==> src/inc/usdp_pkg.sv <==
// usdp_pkg: constants shared by the serial data-port block
// assumes a 100 MHz system clock and a byte-wide register map in the low bits of a 32-bit word
package usdp_pkg;

   // ************************************************************
   // timing
   // ************************************************************
   localparam int CLK_HZ       = 100_000_000;  // system clock rate
   localparam int BAUD_RATE    = 115_200;      // default line rate
   localparam int OVS_TICKS    = 16;           // oversample ticks per bit
   localparam int OVS_DIV      = CLK_HZ / (BAUD_RATE * OVS_TICKS);
   localparam int SAMPLE_TICK  = 8;            // mid-bit sample point
   localparam int IR_PULSE_TK  = 3;            // infrared pulse is 3/16 of a bit
   localparam int FRAME_BITS   = 10;           // start, 8 data, stop
   localparam int FIFO_DEPTH   = 16;           // default fifo depth

   // ************************************************************
   // register map (byte addresses)
   // ************************************************************
   localparam logic [31:0] ALIAS_FIRST  = 32'h5000_1030; // shadow_rx_tx_data_0
   localparam logic [31:0] ALIAS_LAST   = 32'h5000_106C; // shadow_rx_tx_data_15
   localparam logic [31:0] SHADOW_13    = 32'h5000_1064; // shadow_rx_tx_data_13
   localparam logic [31:0] SHADOW_14    = 32'h5000_1068; // shadow_rx_tx_data_14
   localparam logic [31:0] FIFO_CTRL_A  = 32'h5000_1008; // fifo_control
   localparam logic [31:0] LINE_STAT_A  = 32'h5000_1014; // line_status
   localparam logic [31:0] MODE_CTRL_A  = 32'h5000_1080; // infrared mode select
   localparam logic [31:0] IRQ_STAT_A   = 32'h5000_1084; // sticky event bits
   localparam logic [31:0] IRQ_MASK_A   = 32'h5000_1088; // event enables

   // ************************************************************
   // field positions and reset values
   // ************************************************************
   localparam int FC_ENABLE    = 0;  // fifo_control: fifos enabled
   localparam int LS_DREADY    = 0;  // line_status: rx_data_ready
   localparam int LS_OVERRUN   = 1;  // line_status: overrun error
   localparam int LS_TXHOLD    = 5;  // line_status: tx_holding_empty
   localparam int LS_TEMT      = 6;  // line_status: transmitter idle and empty
   localparam int MC_IR_MODE   = 0;  // mode control: infrared
   localparam int EV_RX        = 0;  // event: character received
   localparam int EV_OVR       = 1;  // event: overrun
   localparam int EV_TXHOLD    = 2;  // event: transmit holding empties
   localparam int EV_W         = 3;  // number of events
   localparam logic [7:0]      BYTE_RST = 8'h00;
   localparam logic [EV_W-1:0] MASK_RST = 3'h0;

endpackage : usdp_pkg

==> src/design/usdp_data_port.sv <==
// usdp_data_port: serial port with receive/transmit fifos reached through a 16-word alias window
// assumes a single-cycle register port, async serial line pins outside the clock domain
// How it works
// - the receive buffer and transmit holding path answer at all sixteen word addresses of the window.
// - a window read gives the received byte in bits 7:0, from the plain or the infrared input.
// - the byte read is meaningful only while rx_data_ready is set in line_status.
// - with fifos off an unread byte is overwritten by the next character and overrun is flagged.
// - with fifos on a window read returns the head of the receive fifo.
// - with the receive fifo full an arriving character is dropped, the fifo kept, overrun flagged.
// - a window write supplies the next character for the plain output or the low-active ir output.
// - with fifos off a single write clears tx_holding_empty.
// - with fifos off further writes before tx_holding_empty returns overwrite the pending byte.
// - with fifos on the transmit fifo takes DEPTH characters before it reports full.
// - a write to a full transmit fifo is dropped and leaves the fifo untouched.
//
// Design decision made here: the strobed register port.
`timescale 1ns/1ns
module usdp_data_port
   import usdp_pkg::*;
#(
   parameter int DEPTH   = FIFO_DEPTH,  // power of two
   parameter int BAUD_DV = OVS_DIV      // clocks per oversample tick
) (
   input  wire logic        i_mclk,
   input  wire logic        i_reset,
   input  wire logic [31:0] i_addr,
   input  wire logic [31:0] i_wdata,
   input  wire logic        i_wr,
   input  wire logic        i_rd,
   output logic      [31:0] o_rdata,
   output logic             o_irq,
   input  wire logic        i_sin,
   input  wire logic        i_sir_in,
   output logic             o_sout,
   output logic             o_sir_out_n
);

   // ************************************************************
   // state
   // ************************************************************
   // DEPTH must be a power of two so the pointers wrap without compare logic
   localparam int PW = $clog2(DEPTH);
   localparam int DW = $clog2(BAUD_DV + 1);
   localparam logic [PW:0]   FULL_CNT  = (PW+1)'(DEPTH);
   localparam logic [DW-1:0] DIV_LAST  = DW'(BAUD_DV - 1);
   localparam logic [3:0]    TK_LAST   = 4'(OVS_TICKS - 1);
   localparam logic [3:0]    TK_SAMPLE = 4'(SAMPLE_TICK);
   localparam logic [3:0]    TK_IR     = 4'(IR_PULSE_TK);
   localparam logic [3:0]    BIT_LAST  = 4'(FRAME_BITS - 1);

   typedef enum logic [1:0] {
      RX_IDLE  = 2'b00,
      RX_START = 2'b01,
      RX_DATA  = 2'b10,
      RX_STOP  = 2'b11
   } usdp_rx_st_t;

   typedef struct packed {
      logic [DEPTH-1:0][7:0] rx_mem;
      logic [PW-1:0]         rx_wp;
      logic [PW-1:0]         rx_rp;
      logic [PW:0]           rx_cnt;
      logic [DEPTH-1:0][7:0] tx_mem;
      logic [PW-1:0]         tx_wp;
      logic [PW-1:0]         tx_rp;
      logic [PW:0]           tx_cnt;
      logic                  fifo_en;
      logic                  ir_mode;
      logic                  overrun;
      logic [EV_W-1:0]       ev_stat;
      logic [EV_W-1:0]       ev_mask;
      logic [31:0]           rdata;
      logic                  irq;
      logic [DW-1:0]         div;
      logic                  tick;
      logic [1:0]            sin_sy;
      logic [1:0]            sir_sy;
      usdp_rx_st_t           rx_st;
      logic [3:0]            rx_tk;
      logic [2:0]            rx_bit;
      logic                  rx_samp;
      logic [7:0]            rx_shift;
      logic                  tx_busy;
      logic [3:0]            tx_tk;
      logic [3:0]            tx_bit;
      logic [9:0]            tx_shift;
      logic                  sout;
      logic                  sir_n;
   } usdp_state_t;

   usdp_state_t st_r;
   usdp_state_t st_nxt;

   // ************************************************************
   // next-state logic
   // ************************************************************
   // one pass: register reads, receive path, transmit path, register writes, events, outputs
   always_comb begin
      logic            win_hit;
      logic            line_zero;
      logic            rx_push;
      logic [7:0]      rx_byte;
      logic [EV_W-1:0] ev;
      logic [EV_W-1:0] w1c;
      logic [7:0]      ls;
      logic            tx_pop;
      logic            tx_bitv;
      win_hit   = 1'b0;
      line_zero = 1'b0;
      rx_push   = 1'b0;
      rx_byte   = BYTE_RST;
      ev        = '0;
      w1c       = '0;
      ls        = BYTE_RST;
      tx_pop    = 1'b0;
      tx_bitv   = 1'b1;
      st_nxt    = st_r;

      // all sixteen word addresses of the window decode to one data path
      win_hit = (i_addr >= ALIAS_FIRST) && (i_addr <= ALIAS_LAST)
                && (i_addr[1:0] == 2'b00);

      // line status as seen by software before this cycle's updates
      ls[LS_DREADY]  = (st_r.rx_cnt != '0);
      ls[LS_OVERRUN] = st_r.overrun;
      ls[LS_TXHOLD]  = (st_r.tx_cnt == '0);
      ls[LS_TEMT]    = (st_r.tx_cnt == '0) && !st_r.tx_busy;

      // oversample tick: one-cycle enable every BAUD_DV clocks
      // one divider serves both directions, so rx and tx share the tick phase
      st_nxt.tick = 1'b0;
      if (st_r.div == DIV_LAST) begin
         st_nxt.div  = '0;
         st_nxt.tick = 1'b1;
      end else begin
         st_nxt.div = st_r.div + DW'(1);
      end

      // two-stage synchronisers for both line inputs
      st_nxt.sin_sy = {st_r.sin_sy[0], i_sin};
      st_nxt.sir_sy = {st_r.sir_sy[0], i_sir_in};

      // ---------------- register reads, data one cycle later ----------------
      st_nxt.rdata = '0;
      if (i_rd) begin
         if (win_hit) begin
            // head of the fifo, or the single buffer when fifos are off
            st_nxt.rdata[7:0] = st_r.rx_mem[st_r.rx_rp];
            if (st_r.rx_cnt != '0) begin
               // popping here is what the primary location does too
               st_nxt.rx_rp  = st_r.rx_rp + PW'(1);
               st_nxt.rx_cnt = st_r.rx_cnt - (PW+1)'(1);
            end
         end else if (i_addr == LINE_STAT_A) begin
            st_nxt.rdata[7:0] = ls;
            st_nxt.overrun    = 1'b0;  // clear on read, a new overrun below wins
         end else if (i_addr == FIFO_CTRL_A) begin
            st_nxt.rdata[FC_ENABLE] = st_r.fifo_en;
         end else if (i_addr == MODE_CTRL_A) begin
            st_nxt.rdata[MC_IR_MODE] = st_r.ir_mode;
         end else if (i_addr == IRQ_STAT_A) begin
            st_nxt.rdata[EV_W-1:0] = st_r.ev_stat;
         end else if (i_addr == IRQ_MASK_A) begin
            st_nxt.rdata[EV_W-1:0] = st_r.ev_mask;
         end
      end

      // ---------------- receiver ----------------
      // plain line idles high; an infrared pulse (high) marks a zero bit
      // no framing check: a low stop bit still stores the byte
      line_zero = st_r.ir_mode ? st_r.sir_sy[1] : !st_r.sin_sy[1];
      if (st_r.tick) begin
         st_nxt.rx_tk = st_r.rx_tk + 4'(1);
         // a zero seen anywhere in the window counts for infrared, since pulses are short
         if (st_r.ir_mode) begin
            if (st_r.rx_tk == '0) begin
               st_nxt.rx_samp = !line_zero;
            end else if (line_zero) begin
               st_nxt.rx_samp = 1'b0;
            end
         end else if (st_r.rx_tk == TK_SAMPLE) begin
            st_nxt.rx_samp = !line_zero;
         end
         case (st_r.rx_st)
            RX_IDLE: begin
               st_nxt.rx_tk = '0;
               if (line_zero) begin
                  st_nxt.rx_st = RX_START;
               end
            end
            RX_START: begin
               if (st_r.rx_tk == TK_LAST) begin
                  st_nxt.rx_st  = RX_DATA;
                  st_nxt.rx_bit = '0;
               end
            end
            RX_DATA: begin
               if (st_r.rx_tk == TK_LAST) begin
                  st_nxt.rx_shift = {st_r.rx_samp, st_r.rx_shift[7:1]};
                  st_nxt.rx_bit   = st_r.rx_bit + 3'(1);
                  if (st_r.rx_bit == 3'h7) begin
                     st_nxt.rx_st = RX_STOP;
                  end
               end
            end
            RX_STOP: begin
               // leave at mid stop bit so a following start edge is not missed
               if (st_r.rx_tk == TK_SAMPLE) begin
                  rx_push      = 1'b1;
                  rx_byte      = st_r.rx_shift;
                  st_nxt.rx_st = RX_IDLE;
               end
            end
            default: begin
               st_nxt.rx_st = RX_IDLE;
            end
         endcase
      end

      // store the new character after any pop of this cycle
      if (rx_push) begin
         if (!st_r.fifo_en && (st_nxt.rx_cnt != '0)) begin
            // single buffer still unread: overwrite it and flag the loss
            st_nxt.rx_mem[st_nxt.rx_rp] = rx_byte;
            st_nxt.overrun              = 1'b1;
            ev[EV_OVR]                  = 1'b1;
            ev[EV_RX]                   = 1'b1;
         end else if (st_r.fifo_en && (st_nxt.rx_cnt == FULL_CNT)) begin
            // fifo full: keep what is stored, drop the newcomer
            st_nxt.overrun = 1'b1;
            ev[EV_OVR]     = 1'b1;
         end else begin
            st_nxt.rx_mem[st_nxt.rx_wp] = rx_byte;
            st_nxt.rx_wp                = st_nxt.rx_wp + PW'(1);
            st_nxt.rx_cnt               = st_nxt.rx_cnt + (PW+1)'(1);
            ev[EV_RX]                   = 1'b1;
         end
      end

      // ---------------- transmitter ----------------
      if (st_r.tick) begin
         if (st_r.tx_busy) begin
            st_nxt.tx_tk = st_r.tx_tk + 4'(1);
            if (st_r.tx_tk == TK_LAST) begin
               st_nxt.tx_shift = {1'b1, st_r.tx_shift[9:1]};
               st_nxt.tx_bit   = st_r.tx_bit + 4'(1);
               if (st_r.tx_bit == BIT_LAST) begin
                  st_nxt.tx_busy = 1'b0;
               end
            end
         end else if (st_r.tx_cnt != '0) begin
            // frame = stop, data, start; sent lsb first
            tx_pop          = 1'b1;
            st_nxt.tx_busy  = 1'b1;
            st_nxt.tx_tk    = '0;
            st_nxt.tx_bit   = '0;
            st_nxt.tx_shift = {1'b1, st_r.tx_mem[st_r.tx_rp], 1'b0};
            st_nxt.tx_rp    = st_r.tx_rp + PW'(1);
            st_nxt.tx_cnt   = st_r.tx_cnt - (PW+1)'(1);
            if (st_r.tx_cnt == (PW+1)'(1)) begin
               ev[EV_TXHOLD] = 1'b1;
            end
         end
      end

      // ---------------- register writes ----------------
      if (i_wr) begin
         if (win_hit) begin
            if (!st_r.fifo_en && (st_nxt.tx_cnt != '0)) begin
               // pending byte not yet taken by the shifter: replace it
               st_nxt.tx_mem[st_nxt.tx_rp] = i_wdata[7:0];
               if (tx_pop) begin
                  // the shifter took the old byte this cycle; nothing else pending
                  st_nxt.tx_mem[st_nxt.tx_rp] = i_wdata[7:0];
               end
            end else if (st_nxt.tx_cnt != FULL_CNT) begin
               st_nxt.tx_mem[st_nxt.tx_wp] = i_wdata[7:0];
               st_nxt.tx_wp                = st_nxt.tx_wp + PW'(1);
               st_nxt.tx_cnt               = st_nxt.tx_cnt + (PW+1)'(1);
               ev[EV_TXHOLD]               = 1'b0;
            end
            // a full fifo drops the write and leaves the contents alone
            // the drop is silent, so software has to respect tx_holding_empty
         end else if (i_addr == FIFO_CTRL_A) begin
            // changing mode empties both paths so pointers never disagree
            st_nxt.fifo_en = i_wdata[FC_ENABLE];
            st_nxt.rx_wp   = '0;
            st_nxt.rx_rp   = '0;
            st_nxt.rx_cnt  = '0;
            st_nxt.tx_wp   = '0;
            st_nxt.tx_rp   = '0;
            st_nxt.tx_cnt  = '0;
         end else if (i_addr == MODE_CTRL_A) begin
            st_nxt.ir_mode = i_wdata[MC_IR_MODE];
         end else if (i_addr == IRQ_STAT_A) begin
            w1c = i_wdata[EV_W-1:0];
         end else if (i_addr == IRQ_MASK_A) begin
            st_nxt.ev_mask = i_wdata[EV_W-1:0];
         end
      end

      // ---------------- events and outputs ----------------
      // a set in the same cycle as its clear survives
      st_nxt.ev_stat = (st_r.ev_stat & ~w1c) | ev;
      st_nxt.irq     = |(st_nxt.ev_stat & st_nxt.ev_mask);

      tx_bitv       = st_nxt.tx_busy ? st_nxt.tx_shift[0] : 1'b1;
      st_nxt.sout   = st_nxt.ir_mode ? 1'b1 : tx_bitv;
      // ir output pulses low for the first 3/16 of each zero bit
      st_nxt.sir_n  = !(st_nxt.ir_mode && !tx_bitv && (st_nxt.tx_tk < TK_IR));
   end

   // ************************************************************
   // state register
   // ************************************************************
   // reset leaves the lines idle, fifos off and empty, all events masked
   // synchronisers reset to the idle level of their pins so no false start follows
   always_ff @(posedge i_mclk or posedge i_reset) begin
      if (i_reset) begin
         st_r         <= '0;
         st_r.ev_mask <= MASK_RST;
         st_r.sin_sy  <= 2'b11;
         st_r.rx_samp <= 1'b1;
         st_r.tx_shift <= 10'h3FF;
         st_r.sout    <= 1'b1;
         st_r.sir_n   <= 1'b1;
      end else begin
         st_r <= st_nxt;
      end
   end

   // ************************************************************
   // outputs
   // ************************************************************
   // every output is a bit of the state register, no logic after the flops
   assign o_rdata     = st_r.rdata;
   assign o_irq       = st_r.irq;
   assign o_sout      = st_r.sout;
   assign o_sir_out_n = st_r.sir_n;

endmodule : usdp_data_port

==> config.mk <==
export PLATFORM = sky130hd
export DESIGN_NAME = usdp_data_port
export DESIGN_NICKNAME = d
export VERILOG_FILES = /design/src/inc/usdp_pkg.sv /design/src/design/usdp_data_port.sv
export SDC_FILE = /design/constraint.sdc
export NUM_CORES = 1
export LEC_CHECK = 0
export ABC_AREA = 1
export BUFFER_PORTS_ARGS = -buffer_cell sky130_fd_sc_hd__buf_2
export CELL_PAD_IN_SITES_DETAIL_PLACEMENT = 1
export CELL_PAD_IN_SITES_GLOBAL_PLACEMENT = 2
export CORE_ASPECT_RATIO = 0.7
export CORE_MARGIN = 8
export CORE_UTILIZATION = 36
export CTS_CLUSTER_SIZE = 24
export DETAILED_ROUTE_END_ITERATION = 12
export PLACE_DENSITY_LB_ADDON = 0.12
export RECOVER_POWER = 25
export SLEW_MARGIN = 20
export SYNTH_ARGS = -nofsm -noshare
export SYNTH_HDL_FRONTEND = slang
export SYNTH_SLANG_ARGS = --single-unit
==> constraint.sdc <==
create_clock -name i_mclk -period 12.8 [get_ports i_mclk]
set_input_delay 0.64 -clock i_mclk [delete_from_list [all_inputs] [get_ports i_mclk]]
set_output_delay 0.64 -clock i_mclk [all_outputs]
set_load 0.05 [all_outputs]
==> flow_metrics.env <==
export IMPL_grt_start_max_net_pins=81
export IMPL_cts_setup_buffers=0
export IMPL_r2r_slack_ns=8.49
export IMPL_clock_sinks=350
export IMPL_synth_flop_cell="dfrtp_1"
export IMPL_critPathKind="primary input to async pin"
export IMPL_final_max_slew_viol_count=228
export IMPL_floorplan_die_width_um=296
export IMPL_grt_setup_unrepaired="false"
export IMPL_ff2ff_path_depth=18
export IMPL_route_detailed_vias_per_inst=5.08
export IMPL_track_usage=0.212
export IMPL_post_synth_cell_area_avg_um2=7.33
export IMPL_crit_required_ns=12.46
export IMPL_reg2reg_from="st_r[233]"
export IMPL_drive_above_1_share=0.0883
export IMPL_crit_path_end_kind="async pin"
export IMPL_tritoncts_num_buffers=41
export IMPL_wl_um=66100
export IMPL_tns_ns=0
export IMPL_hold_class="primary input to register"
export IMPL_clockRootBuffer="clkbuf_16"
export IMPL_hold_buffers=0
export IMPL_grt_first_pass_wirelength_um=105000
export IMPL_leakagePower_nw=10.6
export IMPL_placement_setup_worst_slack_ns=7.79
export IMPL_tritoncts="yes"
export IMPL_slew_limit_headroom=-1.88
export IMPL_design_final_nets=2788
export IMPL_ir_worst_vdd_mv=0.0841
export IMPL_chipHeight_um=212
export IMPL_worstSkewPairLatency_ns=0.57
export IMPL_yosys_synthesis_warning_count=0
export IMPL_result_of_the_run="complete, but fails checks"
export IMPL_clock_skew_final_ns=0.0176
export IMPL_pwr_density_cell_nw_per_um2=110
export IMPL_port_buffers=56
export IMPL_cts_repair_resize_count=0
export IMPL_crit_path_start="i_reset"
export IMPL_vias=17500
export IMPL_timing_final_setup_violations=0
export IMPL_power_net_switching_w=0.000561
export IMPL_holdPathStages=1
export IMPL_f_max_mhz=158
export IMPL_timing_final_crit_period_ns=6.33
export IMPL_design_portCount=105
export IMPL_floorplan_initialDensity=0.366
export IMPL_intPower_w=0.00185
export IMPL_synthCells=2691
export IMPL_vias_in_the_first_global_route=17800
export IMPL_routedWlPerCell_um=19.2
export IMPL_synth_seq_cells=350
export IMPL_gr_total_overflow=0
export IMPL_timing_max_cap_violations=3
export IMPL_violations="capacitance limit, slew limit"
export IMPL_highest_fanout_seen_on_the_critical_path=80
export IMPL_dieArea_um2=62700
export IMPL_clk_transition_reported_paths_ns=0.06
export IMPL_async_flop_share=1.00
export IMPL_timing_critical_path_arrival_ns=5.99
export IMPL_mappedNetlistArea_um2=19700
export IMPL_utilization=0.404
export IMPL_core_footprint_um2=53900
export IMPL_antenna_found_initial=3
export IMPL_routability_congestion_estimate_from_global_placement=0.822
export IMPL_fp_row_count=71
export IMPL_final_period_utilization=0.495
export IMPL_whs_endpoint="st_nxt[42]"
export IMPL_detail_route_antenna_nets=0
export IMPL_hold_slack_ns=0.181
export IMPL_timing_final_ws_setup_ns=6.47
export IMPL_post_synth_num_cell_types=59
export IMPL_drc=0
export IMPL_hold_viol=0
export IMPL_synth_edff_count=0
export IMPL_flow_area_growth_from_synthesis_pct=10.4
export IMPL_synth_seq_area_share=0.445
export IMPL_detailed_place_hpwl_um=45100
export IMPL_cts_max_level=2
export IMPL_start_kind="primary input"
export IMPL_drt_iter0_drc=1143
export IMPL_worst_reg2reg_endpoint="st_r[304]"
export IMPL_power_share_sequential=0.460
export IMPL_clockPowerShare=0.513
export IMPL_first_pass_iters=7
export IMPL_min_delay_start="i_sin"
export IMPL_worst_slew_pin_transition_ns=4.32
export IMPL_netSwitchingFraction=0.233
export IMPL_share_comb_of_total_power=0.027
export IMPL_clk_path_buf_depth=3
[per-stage QoR]
step	total power (W)	cell area [um2]	instances
6_report	0.00241	21800	3450
5_1_grt	0.00249	21800	3449
4_1_cts	0.00244	21800	3449
3_5_place_dp	0.00119	20400	3375
3_3_place_gp	0.00119	20400	3375
2_1_floorplan	0.00118	19800	2714
[power groups by stage]
stage	sequential, W	clock (W)	combinational, W
floorplan	0.00113	0	0.0000469
global placement	0.00113	0	0.0000656
detailed placement	0.00113	0	0.0000663
CTS	0.00111	0.00127	0.0000665
global route	0.00111	0.00131	0.0000718
finish	0.00111	0.00123	0.0000639
[Yosys cell counts (10+ instances only)]
library cell / number / area (um2)
nand3_1: 90 / 450
dfrtp_1: 335 / 8380
nand4_1: 45 / 282
o21ai_2: 12 / 105
a221oi_1: 11 / 96.3
nor3_1: 10 / 50.1
o221ai_1: 11 / 96.3
clkbuf_1: 69 / 259
buf_2: 25 / 125
nand2_2: 10 / 62.6
ha_1: 30 / 375
dfstp_2: 15 / 394
buf_4: 42 / 315
nand2_1: 795 / 2980
inv_1: 411 / 1540
nor2_1: 192 / 721
o22ai_1: 28 / 175
a21oi_1: 144 / 721
o21ai_0: 285 / 1430
[cell families (layout without fill, tap and decap cells)]
kind of cell | count (synthesis) | count (layout) | synth area share
simple gates | 1190 | 1190 | 0.257
flops | 350 | 350 | 0.445
compound gates | 535 | 535 | 0.151
mux | 2 | 2 | 0.00102
fa+ha+maj | 30 | 30 | 0.0190
xor+xnor | 11 | 11 | 0.00488
buf+inv | 572 | 577 | 0.121
other cells | 1 | 25 | 0.000190
[per-layer routing]
layer / share of wire / routed length, um / up-vias / track usage
li1: - / - / 8448 / -
met1: 0.53 / 35000 / 8641 / 0.336
met2: 0.39 / 26100 / 351 / 0.293
met3: 0.061 / 4050 / 65 / 0.0443
met4: 0.013 / 872 / 6 / 0.0392
met5: 0.00062 / 41 / - / 0
[critical path, stage by stage]
cell and delay, ns:
buf_2 0.10, clkinvlp_2 1.97, clkbuf_1 3.14
[placed cells by master, fill, tap and decap left out, types with 6 or more instances in the layout]
| master | n |
|---|---|
| nand2_1 | 795 |
| inv_1 | 410 |
| dfrtp_1 | 332 |
| o21ai_0 | 285 |
| nor2_1 | 189 |
| a21oi_1 | 144 |
| nand3_1 | 90 |
| buf_2 | 56 |
| nand4_1 | 45 |
| clkbuf_16 | 42 |
| ha_1 | 30 |
| o22ai_1 | 28 |
| conb_1 | 24 |
| buf_4 | 20 |
| clkbuf_8 | 15 |
| dfstp_2 | 15 |
| o21ai_2 | 12 |
| o221ai_1 | 11 |
| a221oi_1 | 11 |
| nor2_2 | 10 |
| nand2_2 | 10 |
| nor3_1 | 10 |
| clkbuf_1 | 10 |
| xor2_1 | 9 |
| nand2_4 | 8 |
| nand3_2 | 8 |
| nand3_4 | 8 |
| clkinv_1 | 7 |
| inv_2 | 6 |
| o21ai_1 | 6 |
| a32o_1 | 6 |
[layout make-up]
type	instances	area, um2
tap	730	913
fill	6738	32100
sequential	350	8780
timing repair buffer	78	438
antenna	1	2.50
inverter	425	1600
clock inverter	9	109
clock buffer	65	1290
multi-input combinational	1792	8650
[how the worst max path moves through the flow]
| stage | end | slack (ns) | cells past startpoint |
|---|---|---|---|
| floorplan | async pin | 2.48 | 1 |
| global placement | st_r[308] | 7.87 | 19 |
| detailed placement | st_r[304] | 7.79 | 19 |
| CTS | st_r[304] | 8.39 | 17 |
| global route | st_r[269] | 5.21 | 3 |
| finish | st_r[334] | 6.47 | 3 |
Power figures use the tool's default switching activity.
